==> src/fdc_defines.svh <==
//
// Function
// - Toggle stage inverts on every count event, half the input rate.
// - BCD bit 0 comes straight from the toggle stage through a buffer.
// - Exactly one of five pair lines is high: 0-1, 2-3, 4-5, 6-7, 8-9.
// - BCD equals count 0..9 and returns to zero at the tenth event.
// - Carry low for counts 0-4, high for 5-9, falls at ten.
// - Unit reset idles high; its falling edge pulses reset and clear.
// - Reset and clear pulses return toggle and ring to zero count.
// - While clear is high the toggle is held with bit 0 low.
// - Shaped count is the inverse of the toggle primary output, opposite to BCD bit 0.
// - All ring stages see the count event; each step flips one stage.
// - Each ring level is plus, zero or minus from stage and predecessor.
// - After reset levels are plus, minus, plus, minus, zero.
// - First count: shaped count low, only stage five flips.
// - Second count: shaped count high, only stage one flips.
// - The stage at zero level flips on each count, arming the next.
// - Ring levels follow a ten-step cycle, back to reset at ten.
// - Pair line high only when adjacent stages read plus and zero.
// - Upper BCD bits are encoded from the pair lines.
// - Carry compares stages four and five; high while four more positive.
//
`ifndef FDC_DEFINES_SVH
`define FDC_DEFINES_SVH

// ----------------------------------------------------------------
// Reset values
// ----------------------------------------------------------------
`define FDC_RING_RESET    5'h1a
`define FDC_TOGGLE_RESET  1'h0
`define FDC_UNIT_IDLE     1'h1

// ----------------------------------------------------------------
// Field positions
// ----------------------------------------------------------------
`define FDC_PAIR_01       0
`define FDC_PAIR_23       1
`define FDC_PAIR_45       2
`define FDC_PAIR_67       3
`define FDC_PAIR_89       4
`define FDC_STAGE_D       3
`define FDC_STAGE_E       4

`endif

==> src/fdc_pkg.sv <==
package fdc_pkg;

    typedef enum logic [1:0] {
        FDC_LVL_PLUS  = 2'h1,
        FDC_LVL_ZERO  = 2'h0,
        FDC_LVL_MINUS = 2'h2
    } fdc_level_t;

    typedef struct packed {
        logic [3:0] bcd;
        logic       carry;
        logic [4:0] pair;
    } fdc_out_t;

endpackage : fdc_pkg

==> src/fdc_reset_pulse.sv <==
`timescale 1ns/1ps
`default_nettype none
`include "fdc_defines.svh"

module fdc_reset_pulse (
    input  wire logic clock,
    input  wire logic rst_n,
    input  wire logic unit_reset_n,
    output logic      fall,
    output logic      pulse_q
);
    logic unit_prev_q;

    // ------------------------------------------------------------
    // Falling edge detect
    // ------------------------------------------------------------
    always_ff @(posedge clock or negedge rst_n) begin
        if (!rst_n) begin
            unit_prev_q <= `FDC_UNIT_IDLE;
        end else begin
            unit_prev_q <= unit_reset_n;
        end
    end

    assign fall = unit_prev_q & ~unit_reset_n;

    always_ff @(posedge clock or negedge rst_n) begin
        if (!rst_n) begin
            pulse_q <= 1'h0;
        end else begin
            pulse_q <= fall;
        end
    end

endmodule : fdc_reset_pulse

`default_nettype wire

==> src/fdc_first_decade.sv <==
`timescale 1ns/1ps
`default_nettype none
`include "fdc_defines.svh"

module fdc_first_decade (
    input  wire logic                  CLOCK,
    input  wire logic                  RSTN,
    input  wire logic                  COUNT_EVENT,
    input  wire logic                  COUNTER_UNIT_RESET_N,
    output fdc_pkg::fdc_out_t          DECADE_OUT,
    output fdc_pkg::fdc_level_t [4:0]  RING_LEVEL,
    output logic                       SHAPED_COUNT,
    output logic                       RESET_PULSE,
    output logic                       CLEAR_PULSE
);
    import fdc_pkg::*;

    // ------------------------------------------------------------
    // Helpers
    // ------------------------------------------------------------
    function automatic fdc_level_t stage_level(input logic own, input logic prev);
        logic [1:0] units;
        units = {1'b0, own} + {1'b0, ~prev};
        case (units)
            2'h0:    stage_level = FDC_LVL_PLUS;
            2'h1:    stage_level = FDC_LVL_ZERO;
            default: stage_level = FDC_LVL_MINUS;
        endcase
    endfunction : stage_level

    function automatic logic pair_hit(input fdc_level_t a, input fdc_level_t b);
        pair_hit = (a == FDC_LVL_PLUS && b == FDC_LVL_ZERO) ||
                   (a == FDC_LVL_ZERO && b == FDC_LVL_PLUS);
    endfunction : pair_hit

    function automatic logic [1:0] level_rank(input fdc_level_t a);
        case (a)
            FDC_LVL_PLUS: level_rank = 2'h2;
            FDC_LVL_ZERO: level_rank = 2'h1;
            default:      level_rank = 2'h0;
        endcase
    endfunction : level_rank

    function automatic logic more_positive(input fdc_level_t a, input fdc_level_t b);
        more_positive = level_rank(a) > level_rank(b);
    endfunction : more_positive

    function automatic fdc_level_t [4:0] ring_levels(input logic [4:0] ring);
        ring_levels[0] = stage_level(ring[0], ring[4]);
        for (int i = 1; i < 5; i++) begin
            ring_levels[i] = stage_level(ring[i], ring[i-1]);
        end
    endfunction : ring_levels

    // ------------------------------------------------------------
    // Reset pulse generator
    // ------------------------------------------------------------
    logic clr_fall;
    logic clr_pulse_q;
    logic clr_any;

    fdc_reset_pulse u_reset_pulse (
        .clock        (CLOCK),
        .rst_n        (RSTN),
        .unit_reset_n (COUNTER_UNIT_RESET_N),
        .fall         (clr_fall),
        .pulse_q      (clr_pulse_q)
    );

    assign clr_any     = clr_fall | clr_pulse_q;
    assign RESET_PULSE = clr_pulse_q;
    assign CLEAR_PULSE = clr_pulse_q;

    // ------------------------------------------------------------
    // Toggle stage
    // ------------------------------------------------------------
    logic toggle_q;
    logic toggle_d;

    always_comb begin
        if (clr_any) begin
            toggle_d = `FDC_TOGGLE_RESET;
        end else begin
            toggle_d = toggle_q ^ COUNT_EVENT;
        end
    end

    always_ff @(posedge CLOCK or negedge RSTN) begin
        if (!RSTN) begin
            toggle_q <= `FDC_TOGGLE_RESET;
        end else begin
            toggle_q <= toggle_d;
        end
    end

    // ------------------------------------------------------------
    // Ring counter
    // ------------------------------------------------------------
    localparam logic [4:0] RING_RST = `FDC_RING_RESET;

    logic [4:0]       ring_q;
    logic [4:0]       ring_d;
    logic             stage_a_q;
    logic             stage_b_q;
    logic             stage_c_q;
    logic             stage_d_q;
    logic             stage_e_q;

    assign ring_q = {stage_e_q, stage_d_q, stage_c_q, stage_b_q, stage_a_q};
    fdc_level_t [4:0] lvl_q;
    fdc_level_t [4:0] lvl_d;

    assign lvl_q = ring_levels(ring_q);

    always_comb begin
        ring_d = ring_q;
        if (clr_any) begin
            ring_d = `FDC_RING_RESET;
        end else if (COUNT_EVENT) begin
            for (int i = 0; i < 5; i++) begin
                ring_d[i] = ring_q[i] ^ (lvl_q[i] == FDC_LVL_ZERO);
            end
        end
    end

    // ------------------------------------------------------------
    // Ring stage A
    // ------------------------------------------------------------
    always_ff @(posedge CLOCK or negedge RSTN) begin
        if (!RSTN) begin
            stage_a_q <= RING_RST[0];
        end else begin
            stage_a_q <= ring_d[0];
        end
    end

    // ------------------------------------------------------------
    // Ring stage B
    // ------------------------------------------------------------
    always_ff @(posedge CLOCK or negedge RSTN) begin
        if (!RSTN) begin
            stage_b_q <= RING_RST[1];
        end else begin
            stage_b_q <= ring_d[1];
        end
    end

    // ------------------------------------------------------------
    // Ring stage C
    // ------------------------------------------------------------
    always_ff @(posedge CLOCK or negedge RSTN) begin
        if (!RSTN) begin
            stage_c_q <= RING_RST[2];
        end else begin
            stage_c_q <= ring_d[2];
        end
    end

    // ------------------------------------------------------------
    // Ring stage D
    // ------------------------------------------------------------
    always_ff @(posedge CLOCK or negedge RSTN) begin
        if (!RSTN) begin
            stage_d_q <= RING_RST[3];
        end else begin
            stage_d_q <= ring_d[3];
        end
    end

    // ------------------------------------------------------------
    // Ring stage E
    // ------------------------------------------------------------
    always_ff @(posedge CLOCK or negedge RSTN) begin
        if (!RSTN) begin
            stage_e_q <= RING_RST[4];
        end else begin
            stage_e_q <= ring_d[4];
        end
    end

    assign lvl_d = ring_levels(ring_d);

    // ------------------------------------------------------------
    // Pair lines
    // ------------------------------------------------------------
    logic [4:0] pair_d;
    logic [3:0] bcd_d;
    logic       carry_d;
    logic [4:0] pair_q;
    logic [3:0] bcd_q;
    logic       carry_q;

    always_comb begin
        pair_d = '0;
        pair_d[`FDC_PAIR_01] = pair_hit(lvl_d[4], lvl_d[0]);
        pair_d[`FDC_PAIR_23] = pair_hit(lvl_d[1], lvl_d[2]);
        pair_d[`FDC_PAIR_45] = pair_hit(lvl_d[3], lvl_d[4]);
        pair_d[`FDC_PAIR_67] = pair_hit(lvl_d[0], lvl_d[1]);
        pair_d[`FDC_PAIR_89] = pair_hit(lvl_d[2], lvl_d[3]);
    end

    // ------------------------------------------------------------
    // BCD encoder
    // ------------------------------------------------------------
    always_comb begin
        bcd_d    = '0;
        bcd_d[0] = toggle_d;
        bcd_d[1] = pair_d[`FDC_PAIR_23] | pair_d[`FDC_PAIR_67];
        bcd_d[2] = pair_d[`FDC_PAIR_45] | pair_d[`FDC_PAIR_67];
        bcd_d[3] = pair_d[`FDC_PAIR_89];
    end

    // ------------------------------------------------------------
    // Carry comparator
    // ------------------------------------------------------------
    always_comb begin
        carry_d = more_positive(lvl_d[`FDC_STAGE_D], lvl_d[`FDC_STAGE_E]);
    end

    // ------------------------------------------------------------
    // Count register
    // ------------------------------------------------------------
    always_ff @(posedge CLOCK or negedge RSTN) begin
        if (!RSTN) begin
            bcd_q <= 4'h0;
        end else begin
            bcd_q <= bcd_d;
        end
    end

    // ------------------------------------------------------------
    // Carry register
    // ------------------------------------------------------------
    always_ff @(posedge CLOCK or negedge RSTN) begin
        if (!RSTN) begin
            carry_q <= 1'h0;
        end else begin
            carry_q <= carry_d;
        end
    end

    // ------------------------------------------------------------
    // Pair register
    // ------------------------------------------------------------
    always_ff @(posedge CLOCK or negedge RSTN) begin
        if (!RSTN) begin
            pair_q <= 5'h01;
        end else begin
            pair_q <= pair_d;
        end
    end

    assign DECADE_OUT = '{bcd: bcd_q, carry: carry_q, pair: pair_q};

    // ------------------------------------------------------------
    // Ring level register
    // ------------------------------------------------------------
    always_ff @(posedge CLOCK or negedge RSTN) begin
        if (!RSTN) begin
            RING_LEVEL <= '{FDC_LVL_ZERO, FDC_LVL_MINUS, FDC_LVL_PLUS,
                            FDC_LVL_MINUS, FDC_LVL_PLUS};
        end else begin
            RING_LEVEL <= lvl_d;
        end
    end

    // ------------------------------------------------------------
    // Shaped count register
    // ------------------------------------------------------------
    always_ff @(posedge CLOCK or negedge RSTN) begin
        if (!RSTN) begin
            SHAPED_COUNT <= 1'h1;
        end else begin
            SHAPED_COUNT <= ~toggle_d;
        end
    end

endmodule : fdc_first_decade

`default_nettype wire

==> config.mk <==
export PLATFORM = sky130hd
export DESIGN_NAME = fdc_first_decade
export DESIGN_NICKNAME = d
export VERILOG_FILES = /design/src/fdc_pkg.sv /design/src/fdc_reset_pulse.sv /design/src/fdc_first_decade.sv
export VERILOG_INCLUDE_DIRS = /design/src
export SDC_FILE = /design/constraint.sdc
export NUM_CORES = 1
export LEC_CHECK = 0
export BUFFER_PORTS_ARGS = -buffer_cell sky130_fd_sc_hd__buf_2
export CORE_ASPECT_RATIO = 1.75
export CORE_MARGIN = 1.5
export CORE_UTILIZATION = 44
export CTS_BUF_LIST = sky130_fd_sc_hd__clkbuf_2 sky130_fd_sc_hd__clkbuf_4 sky130_fd_sc_hd__clkbuf_8
export CTS_CLUSTER_DIAMETER = 200
export DETAILED_ROUTE_END_ITERATION = 16
export PLACE_DENSITY = 0.7
export SYNTH_ARGS = -nofsm -noshare
export SYNTH_HDL_FRONTEND = slang
export SYNTH_HIERARCHICAL = 1
export SYNTH_SLANG_ARGS = --single-unit
==> constraint.sdc <==
create_clock -name CLOCK -period 2.02 [get_ports CLOCK]
set_input_delay 0.202 -clock CLOCK [delete_from_list [all_inputs] [get_ports CLOCK]]
set_output_delay 0.202 -clock CLOCK [all_outputs]
set_load 0.02 [all_outputs]
* Word level (Yosys, flattened, before mapping)
Cells that the tools add are included.
** Operators by class
- $add $sub $neg :: 10
- $lt $le $gt $ge :: 1
- Equal/unequal tests :: 15
- Multiplexer cells :: 15
- Bitwise logic cells :: 22
- Reductions and logical operators :: 35
** Operators by type and width (count)
- one-hot mux 2 bit (2 select lines) :: 12
- zero test 2 bit :: 20
- == test 2 x 1 -> 1 bit (second input constant) :: 15
- adder 1 x 1 -> 2 bit :: 10
- NOT 1 bit :: 12
- logical AND 1 bit :: 10
- 2-to-1 mux 5 bit :: 2
- XOR 1 bit :: 6
- logical OR 1 bit :: 5
- OR 1 bit :: 3
- greater-than comparator 2 bit :: 1
- bitwise AND 1 bit :: 1
- 2-to-1 mux 1 bit :: 1
** Word-level totals
- Flip-flop bits (word level) :: 29
- Output and inout port bits :: 23

* Longest topological paths before layout
Gate-level depths: netlist of run 1.
- Word-level depth :: 16
- Depth in mapped cells :: 9
- Gate-level depth less buffers :: 9

* Hierarchy
Netlist of run 1, hierarchy kept.
** By module, submodules not included
- fdc_first_decade :: times used 1, cells an instance 83, area each 1096.1 µm², seq. area each 636.9 µm²
- fdc_reset_pulse :: times used 1, cells an instance 3, area each 65.1 µm², seq. area each 51.3 µm²

* Worst setup path after synthesis of run 1
No wires, ideal clock.
- Path type :: register to register
- Start :: reg u_reset_pulse.pulse_q
- End :: reg bcd_q[2]
- Library setup time :: 0.127 ns
- Data arrival time :: 1.868 ns
- Setup slack :: 0.025 ns
- Stages on the path, launching flop included :: 8
- Buffers on the path :: 0
- Period minus slack after synthesis :: 1.995 ns
- Path through :: dfrtp_1 > nor2_1 > and2_1 > inv_1 > ha_1 > a22oi_1 > inv_1 > or2_2
** Between the ends
- Longest elaborated chain between the ends :: 10
** RTL lines
- start, declared :: RTL line fdc_reset_pulse.sv:10 : output logic pulse_q
- start signal, assigned :: RTL line fdc_reset_pulse.sv:31 : pulse_q <= fall;
- OR 1 bit * :: RTL line fdc_first_decade.sv:70 : assign clr_any = clr_fall | clr_pulse_q;
- 2-to-1 mux 5 bit * :: RTL line fdc_first_decade.sv:117 : if (clr_any) begin
- net ring_d[4] :: RTL line fdc_first_decade.sv:102 : logic [4:0] ring_d;
- NOT 1 bit * :: RTL line fdc_first_decade.sv:23 : units = {1'b0, own} + {1'b0, ~prev};
- adder 1 x 1 -> 2 bit * :: RTL line fdc_first_decade.sv:23
- == test 2 x 1 -> 1 bit or zero test 2 bit (tied branches) :: RTL line fdc_first_decade.sv:24 : case (units)
- one-hot mux 2 bit (2 select lines) * :: RTL line fdc_first_decade.sv:24
- == test 2 x 1 -> 1 bit or zero test 2 bit (tied branches) :: RTL line fdc_first_decade.sv:32, fdc_first_decade.sv:33
- logical AND 1 bit (on tied branches) :: RTL line fdc_first_decade.sv:32, fdc_first_decade.sv:33
- logical OR 1 bit * :: RTL line fdc_first_decade.sv:32 : pair_hit = (a == FDC_LVL_PLUS && b == FDC_LVL_ZERO) ||
- net pair_d[3] :: RTL line fdc_first_decade.sv:186 : logic [4:0] pair_d;
- OR 1 bit * :: RTL line fdc_first_decade.sv:209 : bcd_d[2] = pair_d[`FDC_PAIR_45] | pair_d[`FDC_PAIR_67];
- net bcd_d[2] :: RTL line fdc_first_decade.sv:187 : logic [3:0] bcd_d;
- end signal, assigned :: RTL line fdc_first_decade.sv:225 : bcd_q <= 4'h0;
- end signal, assigned :: RTL line fdc_first_decade.sv:227 : bcd_q <= bcd_d;
- end, declared :: RTL line fdc_first_decade.sv:190 : logic [3:0] bcd_q;
Mark *: on every way through the listed nets, which the timed path passes. The rest lies on a longest branch.

* Final worst setup path of run 1
- Start :: reg u_reset_pulse.unit_prev_q
- End :: reg bcd_q[2]
** Between the ends
- Longest elaborated chain between the ends :: 11
** RTL lines
- start, declared :: RTL line fdc_reset_pulse.sv:12 : logic unit_prev_q;
- start signal, assigned :: RTL line fdc_reset_pulse.sv:19 : unit_prev_q <= `FDC_UNIT_IDLE;
- start signal, assigned :: RTL line fdc_reset_pulse.sv:21 : unit_prev_q <= unit_reset_n;
- bitwise AND 1 bit * :: RTL line fdc_reset_pulse.sv:25 : assign fall = unit_prev_q & ~unit_reset_n;
- net clr_fall :: RTL line fdc_first_decade.sv:58 : logic clr_fall;
- OR 1 bit * :: RTL line fdc_first_decade.sv:70
- 2-to-1 mux 5 bit * :: RTL line fdc_first_decade.sv:117
- net ring_d[0] :: RTL line fdc_first_decade.sv:102
- NOT 1 bit :: RTL line fdc_first_decade.sv:23
- adder 1 x 1 -> 2 bit :: RTL line fdc_first_decade.sv:23
- == test 2 x 1 -> 1 bit or zero test 2 bit (tied branches) :: RTL line fdc_first_decade.sv:24
- one-hot mux 2 bit (2 select lines) :: RTL line fdc_first_decade.sv:24
- == test 2 x 1 -> 1 bit or zero test 2 bit (tied branches) :: RTL line fdc_first_decade.sv:33, fdc_first_decade.sv:32
- logical AND 1 bit (on tied branches) :: RTL line fdc_first_decade.sv:33, fdc_first_decade.sv:32
- logical OR 1 bit * :: RTL line fdc_first_decade.sv:32
- net pair_d[3] :: RTL line fdc_first_decade.sv:186
- OR 1 bit * :: RTL line fdc_first_decade.sv:209
- net bcd_d[2] :: RTL line fdc_first_decade.sv:187
Marked as above.

==> run_results.csv, run 1 <==
group,metric,value,unit
outcome,status,"finished clean",
worst_setup_path,cpLargestDelayFamily,"flip-flops",
power_and_ir_drop,p_sw_share,29.0,%
synthesis,synth-simple-area-share,8.08,%
synthesis,synth_top_family_by_area,"adder cells",
worst_setup_path,crit_path_cell_trace,"nor2b_4, nor2_4, o211ai_1, inv_1, ha_1, a22oi_2, inv_1, or2_2",
worst_setup_path,reg2reg_from,"u_reset_pulse/unit_prev_q",
flow_run,maxCapViolCount,0,
power_and_ir_drop,p_comb_share,24.6,%
routing,viasPerCell,5.04,
worst_setup_path,critPathMaxFanout,5,
worst_setup_path,start_kind,"flop",
die,fp.coreArea,0.00249,mm2
synthesis,synth_warnings,6,
power_and_ir_drop,p_sw,0.364,mW
synthesis,synth.area.mux_share,0.862,%
routing,ant_nets,0,
global_routing,grt_max_degree,28,
synthesis,ys.flop_type,"dfrtp_1",
worst_setup_path,endpoint,"bcd_q[2]",
clock_network,h-tree-depth,1,
timing,tightest_slew,0.562,ns
routing,drt_iter0_drc,14,
timing,fin_crit,1.98,ns
synthesis,async_flop_share,100,%
clock_network,insertion_delay,0.27,ns
power_and_ir_drop,ir_worst_vdd,0.000512,V
synthesis,syn_inst,86,
placement,gp_routability_congestion,0.830,
power_and_ir_drop,power,1.26,mW
worst_setup_path,critical-path-slowest-cell,"dfstp_2",
die,die_y,71.0,um
worst_setup_path,crit_cells,8,
power_and_ir_drop,p_leak,0.795,nW
die,start_util,46.6,%
clock_network,cts_root_buf,"clkbuf_8",
final_layout,fin_nets,143,
timing,final_hold_viol_count,0,
die,ios,27,
routing,wl_per_cell,13.8,um
routing,drc,0,
final_layout,num-fill-cells,194,
final_layout,area_delta_synth_final,25.9,%
clock_network,clk_pin_slew_worst_paths,0.08,ns
global_routing,grt_pass1_wl,3.32,mm
synthesis,synth-adder-area-share,15.1,%
power_and_ir_drop,p_seq_share,50.8,%
global_routing,grt_pass1_vias,764,
die,die_w,41.8,um
synthesis,synth_seq_area_share,59.3,%
synthesis,synth_xor_area_share,0.754,%
synthesis,syn_nets,104,
die,row_count,24,
timing,fmax,0.506,GHz
worst_setup_path,slowest_delay,0.53,ns
timing,fin_crit_sh,97.9,%
clock_network,numCtsBuffers,3,
routing,wl,2.07,mm
timing,slew_violations,0,
routing,drtPass1Iterations,4,
global_routing,grt_usage,14.7,%
worst_setup_path,crit_top_cell,"inv_1",
worst_setup_path,crit_buf_inv,2,
final_layout,drive_above_1_share,49.2,%
global_routing,grt_overflow,0,
clock_network,cts_tree,"done",
timing,setup_viol,0,
worst_setup_path,crit_type,"flop to flop",
worst_setup_path,cp-startpoint,"u_reset_pulse/unit_prev_q",
synthesis,synth_compound_area_share,9.48,%
die,die_area,0.00297,mm2
synthesis,ys_ff_latch,27,
synthesis,syn_area,0.00116,mm2
worst_setup_path,rrSetupSlack,0.04,ns
clock_network,clockBufferDepth,2,
timing,fin_hold_ws,0.0561,ns
placement,place_hpwl,1.48,mm
global_routing,antenna_found_initial,0,
placement,post-place-ws,-0.0415,ns
clock_network,cts.sinks,27,
final_layout,diodes,0,
timing,fin_skew,0.00236,ns
timing,relSlewSlack,62.5,%
timing,fin_ws,0.0419,ns
worst_setup_path,r2r_cells,8,
hold_path,min_path_type,"input port to flop",
synthesis,synth_edf_count,0,
routing,num_vias,756,
power_and_ir_drop,p_clk_share,24.6,%
power_and_ir_drop,power.internal,0.893,mW
synthesis,synth_cell_types,26,
synthesis,syn_avg_cell_area,13.5,um2
worst_setup_path,endpoint_kind,"flop",
worst_setup_path,required,2.18,ns
power_and_ir_drop,pwr_density_cell,860,mW/mm2
placement,port_buffers,26,
worst_setup_path,reg2reg_to,"bcd_q[2]",
worst_setup_path,arrival,2.14,ns
## cells by family (layout without fill, tap and decap cells)
family	after synthesis	in the layout
flip-flops	27	27
AND/OR/NAND/NOR	16	16
adder cells (fa/ha/maj)	14	14
buffers and inverters	14	52
AO/OA/AOI/OAI	13	13
XOR/XNOR	1	1
multiplexers	1	1
## power groups by stage
stage | sequential [mW] | clock [mW] | combinational, mW
final | 0.638 | 0.310 | 0.309
after global routing | 0.645 | 0.342 | 0.337
after CTS | 0.638 | 0.315 | 0.296
after global placement | 0.646 | 0 | 0.285
after detailed placement | 0.647 | 0 | 0.289
after floorplan | 0.704 | 0 | 0.138
## timing repair
action                     in CTS  in global routing
gates resized for setup         2                  3
pin swaps                       1                  2
gates cloned                    0                  0
buffers inserted                1                  3
hold endpoints to repair       17                  0
setup endpoints to repair       1                  1
hold buffers                    1                  0
## metrics by stage
stage	cells	area (um2)	setup TNS [ns]	util, %
after CTS	147	1420	0	56.8
final	150	1460	0	58.6
after floorplan	86	1160	0	-
after global placement	141	1340	-0.0252	53.9
after global routing	150	1460	-0.0581	58.6
after detailed placement	141	1340	-0.0415	53.9
## cell usage in the layout (no fill, tap or decap), types with 2 or more instances in the layout
| cell | count |
|---|---|
| nor2_1 | 2 |
| buf_2 | 26 |
| nand2_1 | 5 |
| dfrtp_1 | 17 |
| inv_1 | 9 |
| o21ai_0 | 3 |
| buf_4 | 12 |
| dfstp_2 | 10 |
| ha_1 | 13 |
| a21oi_1 | 2 |
| a22o_1 | 3 |
| clkbuf_8 | 3 |
## cell usage after synthesis, types with 2 or more instances
| cell type | number | area (um2) |
|---|---|---|
| buf_4 | 4 | 30.0 |
| a22o_1 | 3 | 26.3 |
| a21oi_1 | 2 | 10.0 |
| inv_1 | 9 | 33.8 |
| ha_1 | 14 | 175 |
| nand2_1 | 5 | 18.8 |
| dfrtp_1 | 17 | 425 |
| o21ai_0 | 3 | 15.0 |
| nor2_1 | 3 | 11.3 |
| dfstp_2 | 10 | 263 |
## per-layer routing
layer | up-vias | global-route usage, % | routed length, um
met5 | - | 0 | 0
li1 | 355 | - | -
met3 | 9 | 2.30 | 84
met1 | 364 | 15.2 | 736
met4 | 0 | 8.60 | 80
met2 | 28 | 26.9 | 1170
## worst min-delay path by stage
stage | from | endpoint | slack, ns | cells after the start
final | COUNTER_UNIT_RESET_N | u_reset_pulse/unit_prev_q | 0.06 | 1
after global routing | COUNTER_UNIT_RESET_N | u_reset_pulse/unit_prev_q | 0.04 | 1
after floorplan | RSTN | RING_LEVEL[1] | -0.09 | 0
after CTS | COUNTER_UNIT_RESET_N | u_reset_pulse/unit_prev_q | 0.05 | 1
after global placement | RSTN | u_reset_pulse/pulse_q | 0.22 | 1
after detailed placement | RSTN | u_reset_pulse/pulse_q | 0.23 | 1
## sequential cells by signal (all words and copies together), names as in the netlist
name and count:
stage_e_q 1, bcd_q 4, stage_a_q 1, stage_b_q 1
carry_q 1, stage_d_q 1, u_reset_pulse/pulse_q 1, u_reset_pulse/unit_prev_q 1
SHAPED_COUNT 1, stage_c_q 1, RING_LEVEL 10, pair_q 4
## final cells by class
type	count	area [um2]	area share (%)
sequential	27	688	47.1
multi-input combinational	45	428	29.3
timing repair buffer	39	230	15.8
clock buffer	4	48.8	3.34
inverter	9	33.8	2.31
tap	26	32.5	2.23
No activity file was read; power rests on OpenSTA's default activity.
==> inputs of run 2 (changes only) <==
- clock period: 2.02 -> 1.8 ns (I/O delays scaled with it)
==> run 2 against run 1 <==
Against the previous run: the run now ends with negative setup slack left; via count increased by 3.0%; worst hold slack got worse by 0.021 ns; final cell count increased by 4.7%; clock power increased by 10%; count of clock-buffer cells in the layout decreased by 1; sequential power increased by 12%; cell area increased by 5.1%; global-route usage increased by 2.0 points; critical path type unchanged; critical endpoint unchanged; largest power group unchanged.
==> run_results.csv, run 2 (synthesized netlist as in run 1, its figures left out) <==
group,metric,value,unit
outcome,status,"finished, violations left",
outcome,violations,"negative setup slack",
power_and_ir_drop,power,1.44,mW
worst_setup_path,rrSetupSlack,-0.08,ns
timing,fin_crit,1.88,ns
die,fp.coreArea,0.00249,mm2
final_layout,regMostFlops,"RING_LEVEL",
worst_setup_path,required,1.96,ns
routing,viasPerCell,4.96,
die,ios,27,
power_and_ir_drop,pwr_density_cell,936,mW/mm2
power_and_ir_drop,p_clk_share,23.7,%
die,start_util,46.6,%
worst_setup_path,crit_path_cell_trace,"nor2b_4, nor2_4, nand3_2, inv_1, ha_1, a22o_1, or2_4",
global_routing,grt_overflow,0,
clock_network,cts_root_buf,"clkbuf_8",
final_layout,diodes,0,
worst_setup_path,cpLargestDelayFamily,"simple AND/OR/NAND/NOR gates",
routing,drc,0,
clock_network,cts_tree,"done",
hold_path,min_path_type,"input port to flop",
final_layout,drive_above_1_share,56.5,%
timing,fin_hold_ws,0.0354,ns
clock_network,clk_pin_slew_worst_paths,0.09,ns
worst_setup_path,crit_buf_inv,1,
die,die_area,0.00297,mm2
timing,tightest_slew,0.574,ns
timing,fin_crit_sh,104,%
worst_setup_path,cp-startpoint,"u_reset_pulse/unit_prev_q",
power_and_ir_drop,p_sw_share,29.8,%
worst_setup_path,r2r_cells,7,
power_and_ir_drop,p_seq_share,49.9,%
timing,fmax,0.533,GHz
die,row_count,24,
die,die_y,71.0,um
routing,num_vias,779,
routing,ant_nets,0,
placement,place_hpwl,1.70,mm
global_routing,grt_pass1_vias,837,
worst_setup_path,slowest_delay,0.53,ns
placement,port_buffers,26,
timing,rsz0062_at_grt,"yes",
final_layout,biggestRegsByFlops,"RING_LEVEL (10), bcd_q (4), pair_q (4)",
final_layout,largest_register_ffs,10,
final_layout,area_delta_synth_final,32.2,%
routing,drtPass1Iterations,4,
power_and_ir_drop,p_leak,0.824,nW
timing,fin_ws,-0.0753,ns
power_and_ir_drop,power.internal,1.01,mW
routing,wl_per_cell,14.1,um
worst_setup_path,start_kind,"flop",
global_routing,antenna_found_initial,0,
worst_setup_path,arrival,2.04,ns
routing,drt_iter0_drc,11,
final_layout,layout_commonest_cell,"buf_2",
timing,fin_skew,0.00204,ns
worst_setup_path,endpoint,"bcd_q[2]",
placement,gp_routability_congestion,0.816,
worst_setup_path,endpoint_kind,"flop",
worst_setup_path,crit_cells,7,
worst_setup_path,critical-path-slowest-cell,"dfstp_2",
power_and_ir_drop,ir_worst_vdd,0.000488,V
worst_setup_path,reg2reg_to,"bcd_q[2]",
clock_network,insertion_delay,0.27,ns
flow_run,maxCapViolCount,0,
clock_network,numCtsBuffers,3,
clock_network,cts.sinks,27,
final_layout,fin_nets,150,
clock_network,h-tree-depth,1,
worst_setup_path,crit_type,"flop to flop",
global_routing,grt_usage,16.6,%
die,die_w,41.8,um
timing,slew_violations,0,
power_and_ir_drop,p_sw,0.428,mW
clock_network,clockBufferDepth,2,
worst_setup_path,reg2reg_from,"u_reset_pulse/unit_prev_q",
global_routing,grt_max_degree,28,
timing,setup_viol,1,
final_layout,final_cell_mix,"26 x buf_2, 19 x buf_4, 16 x dfrtp_1",
worst_setup_path,critPathMaxFanout,5,
power_and_ir_drop,p_comb_share,26.4,%
routing,wl,2.21,mm
timing,relSlewSlack,61.7,%
timing,final_hold_viol_count,0,
global_routing,grt_pass1_wl,3.69,mm
==> run 2: cell count changes in the layout (fill, tap and decap cells not counted), sizes merged <==
cell	before	now
clkbuf	4	3
buf	38	45
clkinvlp	0	1
==> run 2: power by group through the flow <==
stage,Combinational [mW],Clock (mW),Sequential [mW]
floorplan,0.172,0,0.791
global placement,0.356,0,0.725
detailed placement,0.366,0,0.729
CTS,0.383,0.355,0.717
global route,0.412,0.378,0.723
finish,0.379,0.341,0.717
==> run 2: timing repair <==
action	in CTS	in global routing
hold endpoints to repair	17	0
buffers inserted	2	1
setup endpoints to repair	3	4
pin swaps	4	2
resized for setup	2	1
hold buffers	1	0
==> run 2: worst min path at each step <==
stage                               startpoint                   endpoint  slack, ns  cells after the start
after global routing      COUNTER_UNIT_RESET_N  u_reset_pulse/unit_prev_q       0.02                      1
after CTS                 COUNTER_UNIT_RESET_N  u_reset_pulse/unit_prev_q       0.03                      1
after detailed placement                  RSTN      u_reset_pulse/pulse_q       0.21                      1
after floorplan                           RSTN              RING_LEVEL[1]      -0.12                      0
final                     COUNTER_UNIT_RESET_N  u_reset_pulse/unit_prev_q       0.04                      1
after global placement                    RSTN      u_reset_pulse/pulse_q       0.19                      1
==> run 2: worst register-to-register path: cells and delay by family (launching register included) <==
| kind | cells | cell delay [ns] |
|---|---|---|
| compound gates | 1 | 0.22 |
| fa+ha+maj | 1 | 0.26 |
| buf+inv | 1 | 0.09 |
| flops | 1 | 0.53 |
| simple gates | 4 | 0.69 |
==> run 2: cell type report <==
cell class	instances	area [um2]
clock inverters	1	7.51
flip-flops and latches	27	689
inverters	9	33.8
fillers	205	957
well taps	26	32.5
clock buffers	3	41.3
repair buffers	46	283
multi-input cells	45	448
==> run 2: per-layer routing <==
layer	share of wire (%)	routed length [um]	vias to the layer above	GRT usage, %
li1	-	-	370	-
met1	37	823	388	17.4
met2	57	1270	16	31.1
met3	3.4	75	5	2.81
met4	1.9	42	0	7.89
met5	0	0	-	0
==> run 2: through the flow <==
stage / TNS (ns) / area, um2 / utilization [%] / worst slack (ns) / std cells
finish: -0.0753 / 1540 / 61.6 / -0.0753 / 157
global route: -0.355 / 1540 / 61.6 / -0.176 / 157
CTS: -0.101 / 1530 / 61.2 / -0.0956 / 156
detailed placement: -0.152 / 1440 / 57.8 / -0.108 / 149
global placement: -0.0732 / 1440 / 57.8 / -0.0415 / 149
floorplan: -0.0327 / 1200 / - / -0.0327 / 86
==> inputs of run 3 (changes only) <==
- PLACE_DENSITY: 0.7 -> not set
- PLACE_DENSITY_LB_ADDON: not set -> 0.15
==> run 3 against run 2 <==
Against the previous run: the flow still finishes with violations (negative setup slack); sequential power is essentially flat; critical endpoint unchanged; global-route usage is 0.66 points lower; register-to-register slack hardly changed; count of clock-buffer cells in the layout unchanged; largest power group unchanged; clock skew grew 0.0054 ns.
==> run_results.csv, run 3 (synthesized netlist as in run 1, its figures left out) <==
group,metric,value,unit
timing,fin_ws,-0.0700,ns
final_layout,area_delta_synth_final,33.0,%
clock_network,numCtsBuffers,3,
worst_setup_path,reg2reg_to,"bcd_q[2]",
placement,gp_routability_congestion,0.773,
routing,wl_per_cell,13.6,um
timing,tightest_slew,0.574,ns
power_and_ir_drop,power,1.44,mW
routing,drtPass1Iterations,2,
timing,fmax,0.535,GHz
global_routing,grt_max_degree,28,
die,die_w,41.8,um
final_layout,postLayoutCellArea,0.00154,mm2
die,die_area,0.00297,mm2
clock_network,insertion_delay,0.27,ns
outcome,status,"finished, violations left",
die,row_count,24,
timing,final_hold_viol_count,0,
global_routing,grt_pass1_vias,747,
final_layout,regMostFlops,"RING_LEVEL",
flow_run,maxCapViolCount,0,
power_and_ir_drop,p_seq_share,49.9,%
final_layout,layout_commonest_cell,"buf_2",
timing,relSlewSlack,61.8,%
worst_setup_path,required,1.97,ns
global_routing,antenna_found_initial,0,
clock_network,cts.sinks,27,
power_and_ir_drop,p_leak,0.832,nW
routing,ant_nets,0,
hold_path,min_from,"COUNTER_UNIT_RESET_N",
die,fp.coreArea,0.00249,mm2
power_and_ir_drop,ir_worst_vdd,0.000638,V
power_and_ir_drop,p_comb_share,26.6,%
placement,port_buffers,26,
power_and_ir_drop,pwr_density_cell,930,mW/mm2
routing,drt_iter0_drc,18,
worst_setup_path,reg2reg_from,"u_reset_pulse/unit_prev_q",
final_layout,multi_input_area,443,um2
power_and_ir_drop,power.internal,1.01,mW
routing,num_vias,739,
routing,wl,2.14,mm
placement,place_hpwl,1.59,mm
power_and_ir_drop,p_sw_share,29.7,%
global_routing,grt_usage,16.0,%
hold_path,min_path_type,"input port to flop",
placement,placed_area,0.00145,mm2
timing,fin_skew,0.00742,ns
die,start_util,46.6,%
worst_setup_path,crit_type,"flop to flop",
final_layout,fin_nets,150,
final_layout,diodes,0,
die,ios,27,
timing,slew_violations,0,
outcome,violations,"negative setup slack",
global_routing,grt_pass1_wl,3.51,mm
die,die_y,71.0,um
final_layout,num-fill-cells,209,
worst_setup_path,r2r_cells,8,
clock_network,clk_pin_slew_worst_paths,0.09,ns
final_layout,regArea,689,um2
clock_network,cts_root_buf,"clkbuf_8",
worst_setup_path,endpoint_kind,"flop",
final_layout,final_cell_mix,"26 x buf_2, 17 x buf_4, 16 x dfrtp_1",
timing,fin_hold_ws,0.0342,ns
clock_network,cts_tree,"done",
routing,viasPerCell,4.71,
clock_network,h-tree-depth,1,
timing,rsz0062_at_grt,"yes",
worst_setup_path,critPathMaxFanout,5,
worst_setup_path,start_kind,"flop",
final_layout,largest_register_ffs,10,
power_and_ir_drop,p_clk_share,23.5,%
clock_network,clockBufferDepth,2,
worst_setup_path,rrSetupSlack,-0.07,ns
worst_setup_path,arrival,2.04,ns
final_layout,drive_above_1_share,58.0,%
hold_path,hold_end,"u_reset_pulse/unit_prev_q",
timing,setup_viol,2,
timing,fin_crit,1.87,ns
routing,drc,0,
final_layout,biggestRegsByFlops,"RING_LEVEL (10), bcd_q (4), pair_q (4)",
timing,fin_crit_sh,104,%
hold_path,hold_depth,1,
power_and_ir_drop,p_sw,0.427,mW
global_routing,grt_overflow,0,
==> run 3: area by class of cell <==
cell class / instances / share of cell area [%]
clock buffers: 3 / 2.67
clock inverters: 1 / 0.324
inverters: 9 / 2.19
multi-input cells: 45 / 28.7
flip-flops and latches: 27 / 44.7
well taps: 26 / 2.11
repair buffers: 46 / 19.4
==> run 3: repair_timing <==
action	CTS	global route
hold buffers	1	0
setup endpoints to repair	2	5
pin swaps	6	3
resized for setup	4	3
buffers inserted	3	1
hold endpoints to repair	17	0
==> run 3: metrics by stage <==
| stage | worst slack, ns | setup TNS [ns] | utilization (%) | instances |
|---|---|---|---|---|
| after floorplan | -0.0327 | -0.0327 | - | 86 |
| after global placement | -0.0944 | -0.0944 | 58.0 | 148 |
| after detailed placement | -0.157 | -0.171 | 58.0 | 148 |
| after CTS | -0.130 | -0.183 | 61.3 | 156 |
| after global routing | -0.178 | -0.394 | 61.9 | 157 |
| final | -0.0700 | -0.0752 | 61.9 | 157 |
==> run 3: power groups by stage <==
stage | sequential, mW | combinational [mW] | clock (mW)
6_report | 0.717 | 0.382 | 0.338
5_1_grt | 0.724 | 0.415 | 0.372
4_1_cts | 0.718 | 0.378 | 0.354
3_5_place_dp | 0.727 | 0.361 | 0
3_3_place_gp | 0.726 | 0.353 | 0
2_1_floorplan | 0.791 | 0.172 | 0
==> run 3: how the worst max path moves through the flow <==
stage,start,endpoint,slack [ns],cells after the start
after floorplan,u_reset_pulse/unit_prev_q,bcd_q[2],-0.03,7
after global placement,u_reset_pulse/unit_prev_q,bcd_q[2],-0.09,7
after detailed placement,u_reset_pulse/unit_prev_q,bcd_q[2],-0.16,7
after CTS,u_reset_pulse/unit_prev_q,bcd_q[2],-0.13,8
after global routing,u_reset_pulse/unit_prev_q,bcd_q[2],-0.18,7
final,u_reset_pulse/unit_prev_q,bcd_q[2],-0.07,8
==> run 3: per-layer routing <==
| layer | up-vias | share of wire (%) | track usage [%] |
|---|---|---|---|
| li1 | 369 | - | - |
| met1 | 348 | 41 | 18.9 |
| met2 | 18 | 54 | 28.0 |
| met3 | 4 | 3.1 | 1.53 |
| met4 | 0 | 1.9 | 8.60 |
| met5 | - | 0 | 0 |
==> run 3: critical path: stages (launching register included) <==
cell      delay (ns)
dfstp_2         0.52
nor2b_4         0.18
nor2_4          0.06
o211ai_1        0.19
inv_1           0.12
ha_2            0.20
a22oi_2         0.21
inv_2           0.06
or2_4           0.22
